<file path="config.mk">
export PLATFORM = sky130hd
export DESIGN_NAME = fieldbus_slave_watchdog_fsm
export DESIGN_NICKNAME = d
export VERILOG_FILES = /design/src/design/wdog_pkg.sv /design/src/design/fieldbus_slave_watchdog_fsm.sv
export VERILOG_INCLUDE_DIRS = /design/src /design/src/design
export SDC_FILE = /design/constraint.sdc
export NUM_CORES = 1
export LEC_CHECK = 0
export ABC_AREA = 0
export BUFFER_PORTS_ARGS = -buffer_cell sky130_fd_sc_hd__buf_2
export CAP_MARGIN = 20
export CORE_MARGIN = 1
export CORE_UTILIZATION = 45
export DETAILED_ROUTE_END_ITERATION = 7
export GPL_ROUTABILITY_DRIVEN = 0
export SLEW_MARGIN = 40
export SYNTH_ARGS = -nofsm -noshare
export SYNTH_HDL_FRONTEND = slang
export SYNTH_SLANG_ARGS = --single-unit
</file>
<file path="constraint.sdc">
create_clock -name i_mclk -period 9.3 [get_ports i_mclk]
set_input_delay 0.465 -clock i_mclk [delete_from_list [all_inputs] [get_ports i_mclk]]
set_output_delay 0.465 -clock i_mclk [all_outputs]
set_load 0.1 [all_outputs]
</file>
<file path="src/design/wdog_defines.svh">
`ifndef WDOG_DEFINES_SVH
`define WDOG_DEFINES_SVH
// register byte offsets
`define WDOG_PRESCALER_OFS 12'h0400
`define WDOG_LOCAL_COUNT_OFS 12'h0410
`define WDOG_SYNC_COUNT_OFS 12'h0420
`define WDOG_STATUS_OFS 12'h0430
// reset values: 2498 and 1000 give 100 ms
`define WDOG_PRESCALER_RST 16'h09c2
`define WDOG_COUNT_RST 16'h03e8
`define WDOG_TIMEOUT_MS 100
// status register fields
`define WDOG_ST_SYNC_EXP_BIT 0
`define WDOG_ST_LOCAL_EXP_BIT 1
`define WDOG_ST_STATE_LSB 4
// timing: system clock and 25 MHz watchdog base
`define WDOG_CLK_PERIOD_NS 8
`define WDOG_BASE_PERIOD_NS 40
`define WDOG_BASE_DIV (`WDOG_BASE_PERIOD_NS / `WDOG_CLK_PERIOD_NS)
// a tick lasts prescaler plus this many base periods
`define WDOG_TICK_EXTRA 2
`endif

</file>
<file path="src/design/wdog_pkg.sv">
package wdog_pkg;
   // five slave states
   typedef enum logic [2:0] {
      ST_POWER_ON,
      ST_MAILBOX_ONLY,
      ST_GUARDED_OUTPUT,
      ST_RUNNING,
      ST_FW_UPDATE
   } slave_state_t;
   // register access request
   typedef struct packed {
      logic wr;
      logic rd;
      logic [11:0] addr;
      logic [15:0] wdata;
   } reg_req_t;
   // state change request
   typedef struct packed {
      logic valid;
      slave_state_t target;
   } state_req_t;
endpackage

</file>
<file path="src/design/fieldbus_slave_watchdog_fsm.sv">
// Contract
// - both watchdogs default to 100 ms
// - one prescaler at 0x0400 for both
// - local count 0x0410, sync count 0x0420
// - tick is prescaler+2 periods of 40 ns
// - process-data access restarts sync watchdog
// - expiry drives outputs to preset value
// - sync expiry leaves slave state unchanged
// - sync expiry sticks until next access or until sync count is written to zero
// - local watchdog expires without local access
// - sync count zero disables that watchdog
// - five states incl. firmware update
// - power-on state: no mailbox, no data
// - check mailbox; mailbox-only refuses data
// - check data cfg, capture inputs, ack
// - guarded: traffic on, outputs held safe
// - running copies master outputs to pins
// - update state only via power-on, files
`timescale 1ns/100ps
`default_nettype none
`include "wdog_defines.svh"
module fieldbus_slave_watchdog_fsm #(
   parameter int OUT_W = 8,
   parameter logic [OUT_W-1:0] SAFE_VALUE = '0
) (
   input wire logic i_mclk,
   input wire logic i_rst_n,
   input wire logic i_ce,
   input wire wdog_pkg::reg_req_t i_reg,
   output logic [15:0] o_reg_rdata,
   output logic o_reg_ack,
   input wire logic i_pd_access_ok,
   input wire logic i_local_access,
   input wire wdog_pkg::state_req_t i_state_req,
   input wire logic i_mbx_cfg_ok,
   input wire logic i_pd_cfg_ok,
   output logic o_state_ack,
   output logic o_state_err,
   output logic o_input_capture,
   output wdog_pkg::slave_state_t o_state,
   output logic o_mbx_allowed,
   output logic o_file_mbx_only,
   output logic o_pd_allowed,
   output logic o_sync_wd_expired,
   output logic o_local_wd_expired,
   input wire logic [OUT_W-1:0] i_master_out,
   output logic [OUT_W-1:0] o_phys_out
);
   // watchdog index: 0 sync channel, 1 local interface
   localparam int WD_N = 2;
   localparam int DIV_W = 3;
   localparam logic [DIV_W-1:0] BASE_LAST = DIV_W'(`WDOG_BASE_DIV - 1);

   logic rst_meta_r; // first reset stage, read only by next
   logic rst_sync_r; // released reset, active low, 1 once released
   logic [15:0] prescaler_r; // shared tick length
   logic [15:0] count_r [WD_N]; // configured timeout counts
   logic [15:0] remain_r [WD_N]; // ticks left until expiry
   logic expired_r [WD_N]; // sticky expiry flags
   logic access [WD_N]; // restart events per watchdog
   logic [DIV_W-1:0] base_cnt_r; // 125 MHz to 25 MHz divider
   logic base_tick; // one 40 ns base period done
   logic [16:0] pre_cnt_r; // base periods in this tick
   logic wd_tick; // one watchdog tick done
   wdog_pkg::slave_state_t state_r; // slave state
   logic capture_r; // input copy before guarded ack
   logic ack_r; // state change acknowledged
   logic err_r; // state change refused
   logic any_expired;

   // reset release through two stages
   always_ff @(posedge i_mclk or negedge i_rst_n) begin
      if (!i_rst_n) begin
         rst_meta_r <= 1'b0;
         rst_sync_r <= 1'b0;
      end else begin
         rst_meta_r <= 1'b1;
         rst_sync_r <= rst_meta_r;
      end
   end

   // register decode, shared by read and write
   function automatic logic hit(input logic [11:0] a,
                                input logic [11:0] ofs);
      hit = (a == ofs);
   endfunction

   // configuration registers
   always_ff @(posedge i_mclk or negedge rst_sync_r) begin
      if (!rst_sync_r) begin
         prescaler_r <= `WDOG_PRESCALER_RST;
         count_r[0] <= `WDOG_COUNT_RST;
         count_r[1] <= `WDOG_COUNT_RST;
      end else if (i_ce && i_reg.wr) begin
         if (hit(i_reg.addr, `WDOG_PRESCALER_OFS)) begin
            prescaler_r <= i_reg.wdata;
         end
         if (hit(i_reg.addr, `WDOG_SYNC_COUNT_OFS)) begin
            count_r[0] <= i_reg.wdata;
         end
         if (hit(i_reg.addr, `WDOG_LOCAL_COUNT_OFS)) begin
            count_r[1] <= i_reg.wdata;
         end
      end
   end

   // register reads, one cycle latency; unmapped reads zero
   always_ff @(posedge i_mclk or negedge rst_sync_r) begin
      if (!rst_sync_r) begin
         o_reg_rdata <= 16'h0000;
         o_reg_ack <= 1'b0;
      end else if (i_ce) begin
         o_reg_ack <= i_reg.rd | i_reg.wr;
         o_reg_rdata <= 16'h0000;
         if (i_reg.rd) begin
            if (hit(i_reg.addr, `WDOG_PRESCALER_OFS)) begin
               o_reg_rdata <= prescaler_r;
            end else if (hit(i_reg.addr, `WDOG_LOCAL_COUNT_OFS)) begin
               o_reg_rdata <= count_r[1];
            end else if (hit(i_reg.addr, `WDOG_SYNC_COUNT_OFS)) begin
               o_reg_rdata <= count_r[0];
            end else if (hit(i_reg.addr, `WDOG_STATUS_OFS)) begin
               o_reg_rdata[`WDOG_ST_SYNC_EXP_BIT] <= expired_r[0];
               o_reg_rdata[`WDOG_ST_LOCAL_EXP_BIT] <= expired_r[1];
               o_reg_rdata[`WDOG_ST_STATE_LSB +: 3] <= state_r;
            end
         end
      end
   end

   // base period divider
   always_ff @(posedge i_mclk or negedge rst_sync_r) begin
      if (!rst_sync_r) begin
         base_cnt_r <= '0;
      end else if (i_ce) begin
         if (base_tick) begin
            base_cnt_r <= '0;
         end else begin
            base_cnt_r <= base_cnt_r + DIV_W'(1);
         end
      end
   end
   assign base_tick = (base_cnt_r == BASE_LAST);

   always_ff @(posedge i_mclk or negedge rst_sync_r) begin
      if (!rst_sync_r) begin
         pre_cnt_r <= '0;
      end else if (i_ce && base_tick) begin
         if (wd_tick) begin
            pre_cnt_r <= '0;
         end else begin
            pre_cnt_r <= pre_cnt_r + 17'h0_0001;
         end
      end
   end
   // at or past the end: a smaller prescaler written mid-tick
   // ends the tick at once instead of waiting for a wrap
   assign wd_tick = base_tick && (pre_cnt_r >=
      ({1'b0, prescaler_r} + 17'(`WDOG_TICK_EXTRA - 1)));

   assign access[0] = i_pd_access_ok;
   assign access[1] = i_local_access;

   // both watchdog counters
   genvar g;
   generate
      for (g = 0; g < WD_N; g++) begin : g_wd
         always_ff @(posedge i_mclk or negedge rst_sync_r) begin
            if (!rst_sync_r) begin
               remain_r[g] <= `WDOG_COUNT_RST;
               expired_r[g] <= 1'b0;
            end else if (i_ce) begin
               if (access[g]) begin
                  remain_r[g] <= count_r[g];
                  expired_r[g] <= 1'b0;
               end else if (count_r[g] == 16'h0000) begin
                  remain_r[g] <= 16'h0000;
                  expired_r[g] <= 1'b0;
               end else if (wd_tick && !expired_r[g]) begin
                  if (remain_r[g] <= 16'h0001) begin
                     // timeout reached, flag sticks
                     remain_r[g] <= 16'h0000;
                     expired_r[g] <= 1'b1;
                  end else begin
                     remain_r[g] <= remain_r[g] - 16'h0001;
                  end
               end
            end
         end
      end
   endgenerate

   assign o_sync_wd_expired = expired_r[0];
   assign o_local_wd_expired = expired_r[1];
   assign any_expired = expired_r[0] | expired_r[1];

   // slave state sequencing; expiry never enters here
   // state independent of watchdogs
   always_ff @(posedge i_mclk or negedge rst_sync_r) begin
      if (!rst_sync_r) begin
         state_r <= wdog_pkg::ST_POWER_ON;
         capture_r <= 1'b0;
         ack_r <= 1'b0;
         err_r <= 1'b0;
      end else if (i_ce) begin
         ack_r <= 1'b0;
         err_r <= 1'b0;
         capture_r <= 1'b0;
         if (capture_r) begin
            state_r <= wdog_pkg::ST_GUARDED_OUTPUT;
            ack_r <= 1'b1;
         end else if (i_state_req.valid) begin
            case (state_r)
               wdog_pkg::ST_POWER_ON: begin
                  if (i_state_req.target ==
                      wdog_pkg::ST_MAILBOX_ONLY && i_mbx_cfg_ok) begin
                     state_r <= wdog_pkg::ST_MAILBOX_ONLY;
                     ack_r <= 1'b1;
                  end else if (i_state_req.target ==
                               wdog_pkg::ST_FW_UPDATE) begin
                     state_r <= wdog_pkg::ST_FW_UPDATE;
                     ack_r <= 1'b1;
                  end else if (i_state_req.target ==
                               wdog_pkg::ST_POWER_ON) begin
                     ack_r <= 1'b1;
                  end else begin
                     err_r <= 1'b1;
                  end
               end
               wdog_pkg::ST_MAILBOX_ONLY: begin
                  if (i_state_req.target ==
                      wdog_pkg::ST_GUARDED_OUTPUT && i_pd_cfg_ok) begin
                     capture_r <= 1'b1;
                  end else if (i_state_req.target ==
                               wdog_pkg::ST_POWER_ON ||
                               i_state_req.target ==
                               wdog_pkg::ST_MAILBOX_ONLY) begin
                     state_r <= i_state_req.target;
                     ack_r <= 1'b1;
                  end else begin
                     err_r <= 1'b1;
                  end
               end
               wdog_pkg::ST_GUARDED_OUTPUT,
               wdog_pkg::ST_RUNNING: begin
                  // downward moves and running allowed
                  if (i_state_req.target != wdog_pkg::ST_FW_UPDATE) begin
                     state_r <= i_state_req.target;
                     ack_r <= 1'b1;
                  end else begin
                     err_r <= 1'b1;
                  end
               end
               wdog_pkg::ST_FW_UPDATE: begin
                  // leave update only back to power-on
                  if (i_state_req.target == wdog_pkg::ST_POWER_ON ||
                      i_state_req.target == wdog_pkg::ST_FW_UPDATE) begin
                     state_r <= i_state_req.target;
                     ack_r <= 1'b1;
                  end else begin
                     err_r <= 1'b1;
                  end
               end
               default: begin
                  state_r <= wdog_pkg::ST_POWER_ON;
                  err_r <= 1'b1;
               end
            endcase
         end
      end
   end

   assign o_state = state_r;
   assign o_state_ack = ack_r;
   assign o_state_err = err_r;
   assign o_input_capture = capture_r;

   // traffic permissions per state
   // power-on refuses all traffic
   assign o_mbx_allowed = (state_r != wdog_pkg::ST_POWER_ON);
   // update state takes file mailbox only
   assign o_file_mbx_only = (state_r == wdog_pkg::ST_FW_UPDATE);
   assign o_pd_allowed = (state_r == wdog_pkg::ST_GUARDED_OUTPUT) ||
                         (state_r == wdog_pkg::ST_RUNNING);

   // physical outputs; safe unless running and fed
   always_ff @(posedge i_mclk or negedge rst_sync_r) begin
      if (!rst_sync_r) begin
         o_phys_out <= SAFE_VALUE;
      end else if (i_ce) begin
         if (any_expired) begin
            o_phys_out <= SAFE_VALUE;
         end else if (state_r == wdog_pkg::ST_RUNNING) begin
            o_phys_out <= i_master_out;
         end else begin
            o_phys_out <= SAFE_VALUE;
         end
      end
   end
endmodule // fieldbus_slave_watchdog_fsm
`default_nettype wire

</file>
==> results of run 1 <==
==> metal layers <==
metal | routed length (um) | vias up | track usage
met3 | 1217 | 32 | 0.05402
met1 | 9727 | 3293 | 0.3467
li1 | - | 3124 | -
met2 | 10630 | 245 | 0.4142
met4 | 347 | 0 | 0.06960
met5 | 0 | - | 0
==> registers in the layout, indices dropped and copies added, names as in the netlist <==
register            count
remain_r               32
o_local_wd_expired      1
count_r                32
o_reg_ack               1
pre_cnt_r              17
prescaler_r            16
o_state_ack             1
o_reg_rdata            16
rst_sync_r              1
o_sync_wd_expired       1
base_cnt_r              3
o_state                 3
o_input_capture         1
o_phys_out              8
o_state_err             1
rst_meta_r              1
==> worst max-delay path: stages (launching register included) <==
cell and delay [ns]:
dfstp_2 0.58, and3_1 0.21, and3_1 0.24, and4_1 0.28, nand3_1 0.11, xor2_1 0.16
ha_1 0.29, nand4_1 0.15, o221ai_1 0.37, a22oi_1 0.20, buf_2 0.21, nor2_1 0.61
o221ai_1 0.23
==> synth_stat cells (all sizes together) (6+ instances only) <==
cell     count
mux2        47
o2111ai      6
dfstp       29
or3          7
clkbuf      26
nand2       81
ha          25
mux2i       17
o221ai      12
nand4        9
o2bb2ai     10
dfrtp      106
xnor2        6
xor2        20
a21oi       39
o22ai        7
nor2        50
o21ai       70
inv         46
nor3        27
a22oi        9
nor4        21
and3         9
a32oi        6
buf         13
nand3       38
==> worst max-delay path by stage <==
| stage | start | to | slack (ns) | depth (start not counted) |
|---|---|---|---|---|
| after floorplan | rst_sync_r | base_cnt_r[0] | 5.31 | 0 |
| after global placement | prescaler_r[1] | remain_r[18] | 5.46 | 12 |
| after detailed placement | prescaler_r[6] | remain_r[2] | 5.51 | 12 |
| after CTS | prescaler_r[6] | remain_r[2] | 5.50 | 12 |
| after global routing | prescaler_r[6] | remain_r[27] | 5.26 | 12 |
| final | prescaler_r[6] | remain_r[27] | 5.50 | 12 |
==> kinds of logic (layout without fill, tap and decap cells) <==
logic type / count (synthesis) / after routing / synth area share
AOI/OAI and AO/OA: 197 / 197 / 0.1699
xor gates and xnor gates: 26 / 26 / 0.02945
adders and majority gates: 25 / 25 / 0.04046
buffers and inverters: 85 / 171 / 0.04580
DFF: 135 / 135 / 0.4417
muxes: 64 / 64 / 0.09047
other: 1 / 1 / 0.0004850
and+or+nand+nor: 275 / 275 / 0.1817
==> through the flow <==
stage | instances | hold slack (ns) | total power [mW] | utilization
4_1_cts | 1113 | 0.2377 | 1.783 | 0.5361
2_1_floorplan | 808 | 0.1694 | 0.9836 | -
5_1_grt | 1114 | 0.2483 | 1.845 | 0.5369
6_report | 1114 | 0.2501 | 1.776 | 0.5369
3_3_place_gp | 1078 | 0.2496 | 1.068 | 0.4962
3_5_place_dp | 1080 | 0.2519 | 1.076 | 0.4988
==> what timing repair did <==
action / CTS / global route
gates resized for setup: 0 / 0
endpoints found under the hold margin: 2 / 0
hold buffers: 1 / 0
==> power by group through the flow <==
stage                     Sequential, mW  Combinational [mW]  Clock, mW
final                              0.664               0.406      0.707
after detailed placement           0.672               0.404          0
after global routing               0.669               0.433      0.742
after CTS                          0.663               0.405      0.716
after floorplan                    0.777               0.207          0
after global placement             0.675               0.393          0
==> area by class of cell <==
class	count	area (um^2)	share of cell area
repair buffers	93	508.0	0.05665
well taps	220	275.3	0.03070
clock inverters	13	170.2	0.01898
flip-flops and latches	135	3418	0.3812
multi-input cells	588	3980	0.4438
clock buffers	19	442.9	0.04939
inverters	46	172.7	0.01925
==> cells in the final DEF, fill, tap and decap left out, types with 12 or more instances in the layout <==
master / count
mux2_2: 47
nor2_1: 47
buf_2: 85
nor3_1: 25
clkbuf_16: 17
nand2_1: 81
dfrtp_1: 105
ha_1: 25
nor4_1: 17
inv_1: 46
a21oi_1: 38
o221ai_1: 12
nand3_1: 38
xor2_1: 20
o21ai_0: 69
dfstp_2: 29
mux2i_1: 17
==> key figures, run 1 <==
Logic synthesis
  – Syn_nets: 882
  – Synthesized netlist cell count: 808
  – Ys flop type: dfrtp_1
  – Number of enable flip-flop cells after synthesis: 0
  – Top cell type's share of synthesized area: 0.3431
  – Synth top area cells: dfrtp_1 (34%), dfstp_2 (9.9%), mux2_2 (6.8%)
  – Cell variety after synth: 70
  – Synthesis Warnings: 0
  – Asr flop ratio synth: 1.000
  – Register area share after synthesis: 0.4417
  – Post-synth top area cell: dfrtp_1
  – Syn Area/Cell: 9.568 um^2
  – Post-Syn Area: 7731 um^2
  – Synth Register Bits: 135

STA
  – Max_slew headroom: 0.4742
  – Tcrit/Tclk final: 0.4082
  – Min Tclk post-route: 3.797 ns
  – Final hold viol count: 0
  – Worst slew pin tran: 0.7858 ns
  – Final max-slew violation count: 0
  – Worst Skew: 0.009489 ns
  – RSZ-0062 raised after global routing: no
  – Setup TNS: 0 ns
  – PnR worst setup slack: 5.503 ns
  – Final setup viols: 0
  – Fmax: 263.4 MHz

Critical path
  – Reg2Reg Setup Slack: 5.50 ns
  – Startpoint class of the critical path: register
  – RR Endpoint: remain_r[27]
  – Worst EP required: 9.56 ns
  – Reg2Reg Depth: 12
  – Arrival @ worst endpoint: 4.06 ns
  – CP max FO: 10
  – CP Capture Type: register
  – CP Class: register to register
  – R2R Path Start: prescaler_r[6]

Clock network
  – # Post-CTS Setup Buffers: 0
  – Maximum clock path buffer count: 2
  – CTS tree: yes
  – Worst-path clk slew: 0.06 ns
  – Latest clock arrival within the worst-skew pair: 0.42 ns
  – CTS buffer count: 17
  – Htree depth: 4
  – CTS sink cnt: 135
  – Root buf cell: clkbuf_16

Global routing
  – First-pass GRT wire length: 35,130 um
  – Gr ovfl total: 0
  – Vias in the first global route: 6,412
  – Largest net degree at the start of global routing: 70
  – All-Layer GR Usage: 0.2560
  – Initial antenna violation count: 0

Floorplanning
  – Area of the core: 16,700 um^2
  – Die ar.: 17,710 um^2
  – Die Y: 133.1 um
  – Top Ports: 85
  – Rows: 47
  – Effective utilization at floorplan: 0.4629
  – Die width: 133.1 um

Detailed routing
  – # DRC: 0
  – Vias per inst: 6.009
  – DR vias: 6,694
  – DRT iter0 DRCs: 632
  – Detailed Route WL: 21,930 um
  – Routed len/inst: 19.68 um
  – ANT nets after route: 0
  – TritonRoute pass-1 iters: 5

Power
  – Net Sw Power: 0.6286 mW
  – Maximum VDD drop: 0.0001546 V
  – Clock share of power: 0.398
  – Int Power: 1.148 mW
  – Combinational share of power: 0.228
  – Pwr Density: 198.1 nW/um^2
  – Leak Pwr: 4.002 nW
  – Sequential power share: 0.374
  – Net Sw Frac: 0.3539

Layout
  – Nets: 955
  – Area grow syn2layout: 15.99%
  – Filler instances: 1,533
  – Design area: 8967 um^2
  – Share of cells above drive strength 1: 0.2506
  – N_diodes: 0

Placed design
  – Dpl ws: 5.512 ns
  – IO buf count: 84
  – Post-DP HPWL: 15,670 um
  – Placed inst area: 8330 um^2

Outcome
  – Status: complete, no violations

Worst hold path
  – Worst min path class: register to asynchronous set/reset pin

Flow run
  – Max cap viols: 0
Power figures use the tool's default switching activity.
==> run 2: changes to the inputs <==
Clock period 9.3 ns to 3.5 ns, I/O delays scaled along.
==> key figures, run 2 (same netlist as run 1, synthesis figures left out) <==
Detailed routing
  – DR vias: 6,746 (was 6,694)
  – WL met2: 10,890 um (was 10,630 um)
  – Routed len/inst: 19.29 um (was 19.68 um)
  – DRT iter0 DRCs: 507 (was 632)
  – # DRC: 0 (unchanged)
  – Vias per inst: 5.928 (was 6.009)
  – Detailed Route WL: 21,960 um (was 21,930 um)
  – TritonRoute pass-1 iters: 5 (unchanged)
  – Top routing layer in use: met4 (unchanged)
  – Met3 Routed Length: 970 um (was 1217 um)
  – ANT nets after route: 0 (unchanged)
  – Met1 WL: 9693 um (was 9727 um)

STA
  – PnR worst setup slack: 0.2201 ns (was 5.503 ns)
  – Final max-slew violation count: 0 (unchanged)
  – Worst Skew: 0.008269 ns (was 0.009489 ns)
  – Worst slew pin tran: 0.6455 ns (was 0.7858 ns)
  – Final setup viols: 0 (unchanged)
  – Setup TNS: 0 ns (unchanged)
  – RSZ-0062 raised after global routing: no (unchanged)
  – Fmax: 304.9 MHz (was 263.4 MHz)
  – Max_slew headroom: 0.5640 (was 0.4742)
  – Tcrit/Tclk final: 0.9371 (was 0.4082)
  – Final hold viol count: 0 (unchanged)
  – Min Tclk post-route: 3.280 ns (was 3.797 ns)

Critical path
  – Arrival @ worst endpoint: 3.57 ns (was 4.06 ns)
  – Reg2Reg Depth: 13 (was 12)
  – Worst Path Buf+Inv: 1 (unchanged)
  – CP Capture Type: register (unchanged)
  – Crit-path cells: and3_1 > and3_1 > and2_1 > nand2_1 > xor2_1 > ha_1 > and4_1 > nor3b_1 > a311o_1 > a22o_1 > a21oi_1 > buf_4 > o221ai_1 (was and3_1 > and3_1 > and4_1 > nand3_1 > xor2_1 > ha_1 > nand4_1 > o221ai_1 > a22oi_1 > buf_2 > nor2_1 > o221ai_1)
  – Crit path launch: prescaler_r[3] (was prescaler_r[6])
  – Reg2Reg Setup Slack: 0.22 ns (was 5.50 ns)
  – CP Class: register to register (unchanged)
  – CP max FO: 12 (was 10)
  – Worst EP required: 3.79 ns (was 9.56 ns)
  – Crit-path most repeated cell: and3_1
  – Max incr delay on CP: 0.41 ns (was 0.61 ns)
  – Delay-heaviest family, CP: simple AND/OR/NAND/NOR gates (unchanged)
  – R2R Path Start: prescaler_r[3] (was prescaler_r[6])
  – RR Endpoint: remain_r[26] (was remain_r[27])
  – Slowest CP cell: dfrtp_1 (was nor2_1)
  – Startpoint class of the critical path: register (unchanged)

Floorplanning
  – Die ar.: 17,710 um^2 (unchanged)
  – Effective utilization at floorplan: 0.4629 (unchanged)
  – Die width: 133.1 um (unchanged)
  – Rows: 47 (unchanged)
  – Area of the core: 16,700 um^2 (unchanged)
  – Top Ports: 85 (unchanged)
  – Die Y: 133.1 um (unchanged)

Worst hold path
  – Hold path depth: 2
  – End of the worst hold path: count_r[5]
  – Hold path start: i_reg[5]
  – Worst min path class: input pin to register (was register to asynchronous set/reset pin)

Power
  – Leak Pwr: 4.127 nW (was 4.002 nW)
  – Pwr Density: 521.6 nW/um^2 (was 198.1 nW/um^2)
  – Maximum VDD drop: 0.0004229 V (was 0.0001546 V)

Layout
  – Filler instances: 1,474 (was 1,533)
  – Share of cells above drive strength 1: 0.2593 (was 0.2506)
  – Area grow syn2layout: 18.66% (was 15.99%)
  – Regs by FF count: count_r: 32 flops, remain_r: 32 flops, pre_cnt_r: 17 flops (unchanged)
  – Commonest non-fill, non-tap cells in the layout: dfrtp_1 (105), buf_2 (84), nand2_1 (81) (was dfrtp_1 (105), buf_2 (85), nand2_1 (81))
  – N_diodes: 0 (unchanged)
  – Nets: 979 (was 955)
  – Most common cell after layout, fill and taps aside: dfrtp_1 (unchanged)

Placed design
  – Dpl ws: 0.1138 ns (was 5.512 ns)
  – IO buf count: 84 (unchanged)
  – Post-DP HPWL: 15,860 um (was 15,670 um)

Global routing
  – Largest net degree at the start of global routing: 63 (was 70)
  – First-pass GRT wire length: 35,260 um (was 35,130 um)
  – All-Layer GR Usage: 0.2577 (was 0.2560)
  – Gr ovfl total: 0 (unchanged)
  – Vias in the first global route: 6,629 (was 6,412)
  – Initial antenna violation count: 0 (unchanged)

Clock network
  – # Post-CTS Setup Buffers: 0 (unchanged)
  – Root buf cell: clkbuf_16 (unchanged)
  – CTS sink cnt: 135 (unchanged)
  – Latest clock arrival within the worst-skew pair: 0.43 ns (was 0.42 ns)
  – CTS buffer count: 17 (unchanged)
  – Htree depth: 4 (unchanged)
  – Worst-path clk slew: 0.06 ns (about the same)
  – CTS tree: yes (unchanged)
  – Maximum clock path buffer count: 2 (unchanged)

Outcome
  – Status: complete, no violations (unchanged)

Flow run
  – Max cap viols: 0 (unchanged)
-- run 2: changes by cell type in the layout (fill, tap and decap cells not counted), sizes merged --
cell	previous run	this run
clkbuf	19	20
dlygate4sd3	1	9
inv	49	46
bufinv	3	4
buf	92	108
clkinv	4	5
-- run 2: layout make-up --
cell class	instances	area [um^2]	area share
well taps	220	275.3	0.03001
clock inverters	12	175.2	0.01909
repair buffers	117	703.2	0.07665
clock buffers	20	456.7	0.04978
inverters	46	172.7	0.01882
flip-flops and latches	135	3418	0.3726
multi-input cells	588	3973	0.4330
-- run 2: through the flow --
stage               power (mW)    util  area, um^2  cells  hold slack [ns]
global placement         2.843  0.5043        8422   1096         -0.03926
global route             4.963  0.5493        9174   1138          0.03104
CTS                      4.798  0.5475        9144   1137          0.02946
floorplan                2.614       -        7732    808          -0.1206
detailed placement       2.861  0.5043        8422   1096         -0.03705
finish                   4.785  0.5493        9174   1138          0.03757
-- run 2: worst register-to-register path: stages, from the launching register on --
cell,delay (ns)
dfrtp_1,0.41
and3_1,0.18
and3_1,0.21
and2_1,0.24
nand2_1,0.09
xor2_1,0.15
ha_1,0.29
and4_1,0.21
nor3b_1,0.14
a311o_1,0.37
a22o_1,0.30
a21oi_1,0.18
buf_4,0.21
o221ai_1,0.16
-- run 2: worst max path at each step --
stage,cells past startpoint,to
3_5_place_dp,13,remain_r[14]
5_1_grt,14,remain_r[21]
6_report,13,remain_r[26]
4_1_cts,12,remain_r[10]
2_1_floorplan,8,o_state[2]
3_3_place_gp,12,remain_r[10]
-- run 2: repair_timing --
item                                   in CTS  in global routing
hold buffers                                9                  0
endpoints found under the hold margin      10                  0
resized for setup                           0                  4
setup endpoints to repair                   0                 26
-- run 2: power by group --
| group | switching [mW] | internal, mW |
|---|---|---|
| sequential | 0.116 | 1.64 |
| clock | 0.700 | 1.23 |
| combinational | 0.825 | 0.272 |
| total | 1.64 | 3.14 |
-- run 2: layer usage --
metal | vias up | global-route usage
met5 | - | 0
met2 | 170 | 0.4229
met3 | 27 | 0.04368
met1 | 3392 | 0.3456
met4 | 0 | 0.08429
li1 | 3157 | -
==> run 3: changes to the inputs <==
--- a/config.mk
+++ b/config.mk
@@ -14,4 +14,5 @@
 export DETAILED_ROUTE_END_ITERATION = 7
 export GPL_ROUTABILITY_DRIVEN = 0
+export SETUP_SLACK_MARGIN = 0.3
 export SLEW_MARGIN = 40
 export SYNTH_ARGS = -nofsm -noshare
==> constraint.sdc (replaced) <==
create_clock -name i_mclk -period 3.5 [get_ports i_mclk]
set_input_delay 0.175 -clock i_mclk [delete_from_list [all_inputs] [get_ports i_mclk]]
set_output_delay 0.175 -clock i_mclk [all_outputs]
set_load 0.01 [all_outputs]
==> key figures, run 3 (same netlist as run 1, synthesis figures left out) <==
Worst hold path
  – End of the worst hold path: count_r[5] (unchanged)
  – Hold path depth: 2 (unchanged)
  – Hold path start: i_reg[5] (unchanged)
  – Worst min path class: input pin to register (unchanged)

Global routing
  – Vias in the first global route: 6,662 (was 6,629)
  – First-pass GRT wire length: 35,460 um (was 35,260 um)
  – Largest net degree at the start of global routing: 63 (unchanged)
  – Gr ovfl total: 0 (unchanged)
  – All-Layer GR Usage: 0.2591 (was 0.2577)
  – Initial antenna violation count: 0 (unchanged)

Clock network
  – Worst-path clk slew: 0.06 ns (about the same)
  – Root buf cell: clkbuf_16 (unchanged)
  – Latest clock arrival within the worst-skew pair: 0.42 ns (was 0.43 ns)
  – CTS sink cnt: 135 (unchanged)
  – Maximum clock path buffer count: 2 (unchanged)
  – Htree depth: 4 (unchanged)
  – CTS tree: yes (unchanged)
  – CTS buffer count: 17 (unchanged)

Layout
  – Share of cells above drive strength 1: 0.2922 (was 0.2593)
  – Commonest non-fill, non-tap cells in the layout: dfrtp_1 (105), buf_2 (84), nand2_1 (81) (unchanged)
  – Nets: 992 (was 979)
  – Most common cell after layout, fill and taps aside: dfrtp_1 (unchanged)
  – Design area: 9438 um^2 (was 9174 um^2)
  – Regs by FF count: count_r: 32 flops, remain_r: 32 flops, pre_cnt_r: 17 flops (unchanged)
  – Final Util: 0.5651 (was 0.5493)
  – N_diodes: 0 (unchanged)
  – Area grow syn2layout: 22.07% (was 18.66%)

STA
  – RSZ-0062 raised after global routing: yes (was no)
  – Tcrit/Tclk final: 0.9057 (was 0.9371)
  – Final max-slew violation count: 0 (unchanged)
  – Fmax: 315.5 MHz (was 304.9 MHz)
  – Final hold viol count: 0 (unchanged)
  – Worst Skew: 0.007707 ns (was 0.008269 ns)
  – Min Tclk post-route: 3.170 ns (was 3.280 ns)
  – Worst slew pin tran: 0.6909 ns (was 0.6455 ns)
  – Max_slew headroom: 0.5356 (was 0.5640)
  – Final setup viols: 0 (unchanged)
  – Setup TNS: 0 ns (unchanged)
  – PnR worst setup slack: 0.3300 ns (was 0.2201 ns)

Detailed routing
  – ANT nets after route: 0 (unchanged)
  – DRT iter0 DRCs: 544 (was 507)
  – Routed len/inst: 19.61 um (was 19.29 um)
  – TritonRoute pass-1 iters: 5 (unchanged)
  – Detailed Route WL: 22,580 um (was 21,960 um)
  – DR vias: 6,867 (was 6,746)
  – # DRC: 0 (unchanged)
  – Vias per inst: 5.966 (was 5.928)

Floorplanning
  – Top Ports: 85 (unchanged)
  – Die ar.: 17,710 um^2 (unchanged)
  – Die width: 133.1 um (unchanged)
  – Die Y: 133.1 um (unchanged)
  – Rows: 47 (unchanged)
  – Effective utilization at floorplan: 0.4629 (unchanged)
  – Area of the core: 16,700 um^2 (unchanged)

Power
  – Maximum VDD drop: 0.0003678 V (was 0.0004229 V)
  – Combinational share of power: 0.165 (was 0.229)
  – Net Sw Power: 1.249 mW (was 1.641 mW)
  – Clock share of power: 0.436 (was 0.403)
  – Leak Pwr: 4.232 nW (was 4.127 nW)
  – Int Power: 3.164 mW (was 3.144 mW)
  – Sequential power share: 0.399 (was 0.368)
  – Pwr Density: 467.6 nW/um^2 (was 521.6 nW/um^2)
  – Net Sw Frac: 0.2830 (was 0.3429)

Flow run
  – Max cap viols: 0 (unchanged)

Critical path
  – CP Class: register to register (unchanged)
  – Arrival @ worst endpoint: 3.45 ns (was 3.57 ns)
  – R2R Path Start: prescaler_r[1] (was prescaler_r[3])
  – Worst EP required: 3.78 ns (was 3.79 ns)
  – CP Capture Type: register (unchanged)
  – CP max FO: 6 (was 12)
  – Startpoint class of the critical path: register (unchanged)
  – Reg2Reg Depth: 12 (was 13)
  – RR Endpoint: remain_r[20] (was remain_r[26])
  – Reg2Reg Setup Slack: 0.33 ns (was 0.22 ns)

Placed design
  – Placed inst area: 8422 um^2 (unchanged)
  – IO buf count: 84 (unchanged)
  – Post-DP HPWL: 15,860 um (unchanged)
  – Dpl ws: 0.1138 ns (unchanged)

Outcome
  – Status: complete, no violations (unchanged)
run 3: cell types whose count changed in the layout (fill, tap and decap cells not counted), sizes merged:
cell and change:
buf +13
run 3: layer usage:
metal | global-route usage | vias to the layer above | routed length [um]
met5 | 0 | - | 0
met4 | 0.08557 | 0 | 435
met3 | 0.04406 | 34 | 1244
met2 | 0.4250 | 246 | 11340
met1 | 0.3474 | 3398 | 9558
li1 | - | 3189 | -
run 3: worst max-delay path by stage:
| stage | startpoint | to | slack [ns] | cells after the start |
|---|---|---|---|---|
| detailed placement | prescaler_r[1] | remain_r[14] | 0.11 | 13 |
| global placement | prescaler_r[8] | remain_r[10] | 0.20 | 12 |
| CTS | prescaler_r[3] | remain_r[26] | 0.26 | 13 |
| finish | prescaler_r[1] | remain_r[20] | 0.33 | 12 |
| floorplan | prescaler_r[1] | remain_r[10] | 0.31 | 13 |
| global route | prescaler_r[1] | remain_r[18] | 0.24 | 12 |
run 3: cell type report:
type	instances	area, um^2
clock inverter	12	175.2
inverter	46	172.7
fill	1451	7263
sequential	135	3418
tap	220	275.3
multi-input combinational	588	4111
timing repair buffer	130	828.3
clock buffer	20	456.7
run 3: critical path: stages, from the launching register on:
cell      delay [ns]
dfstp_2         0.59
ha_4            0.16
and3_1          0.18
nand3_1         0.10
xor2_1          0.16
ha_1            0.33
and4_4          0.21
nor3b_2         0.16
a311o_1         0.35
a22o_4          0.29
a21oi_4         0.19
buf_6           0.16
o221ai_1        0.13
run 3: power groups by stage:
stage | clock network [mW] | logic [mW] | registers [mW]
floorplan | 0 | 0.431 | 1.78
global placement | 0 | 0.644 | 1.79
detailed placement | 0 | 0.659 | 1.79
CTS | 1.95 | 0.676 | 1.77
global route | 2.02 | 0.803 | 1.78
finish | 1.92 | 0.728 | 1.76
run 3: what timing repair did:
| item | in CTS | in global routing |
|---|---|---|
| pin swaps | 0 | 12 |
| resized for setup | 6 | 38 |
| gates cloned | 0 | 2 |
| setup buffers | 0 | 11 |
| hold endpoints to repair | 10 | 0 |
| hold buffers | 9 | 0 |
| setup endpoints to repair | 28 | 48 |
run 3: metrics by stage:
step	instances	hold slack, ns	power, mW
after floorplan	808	-0.1206	2.208
after global placement	1096	-0.03926	2.433
after detailed placement	1096	-0.03705	2.451
after CTS	1137	0.02946	4.393
after global routing	1151	0.03104	4.595
final	1151	0.04406	4.413
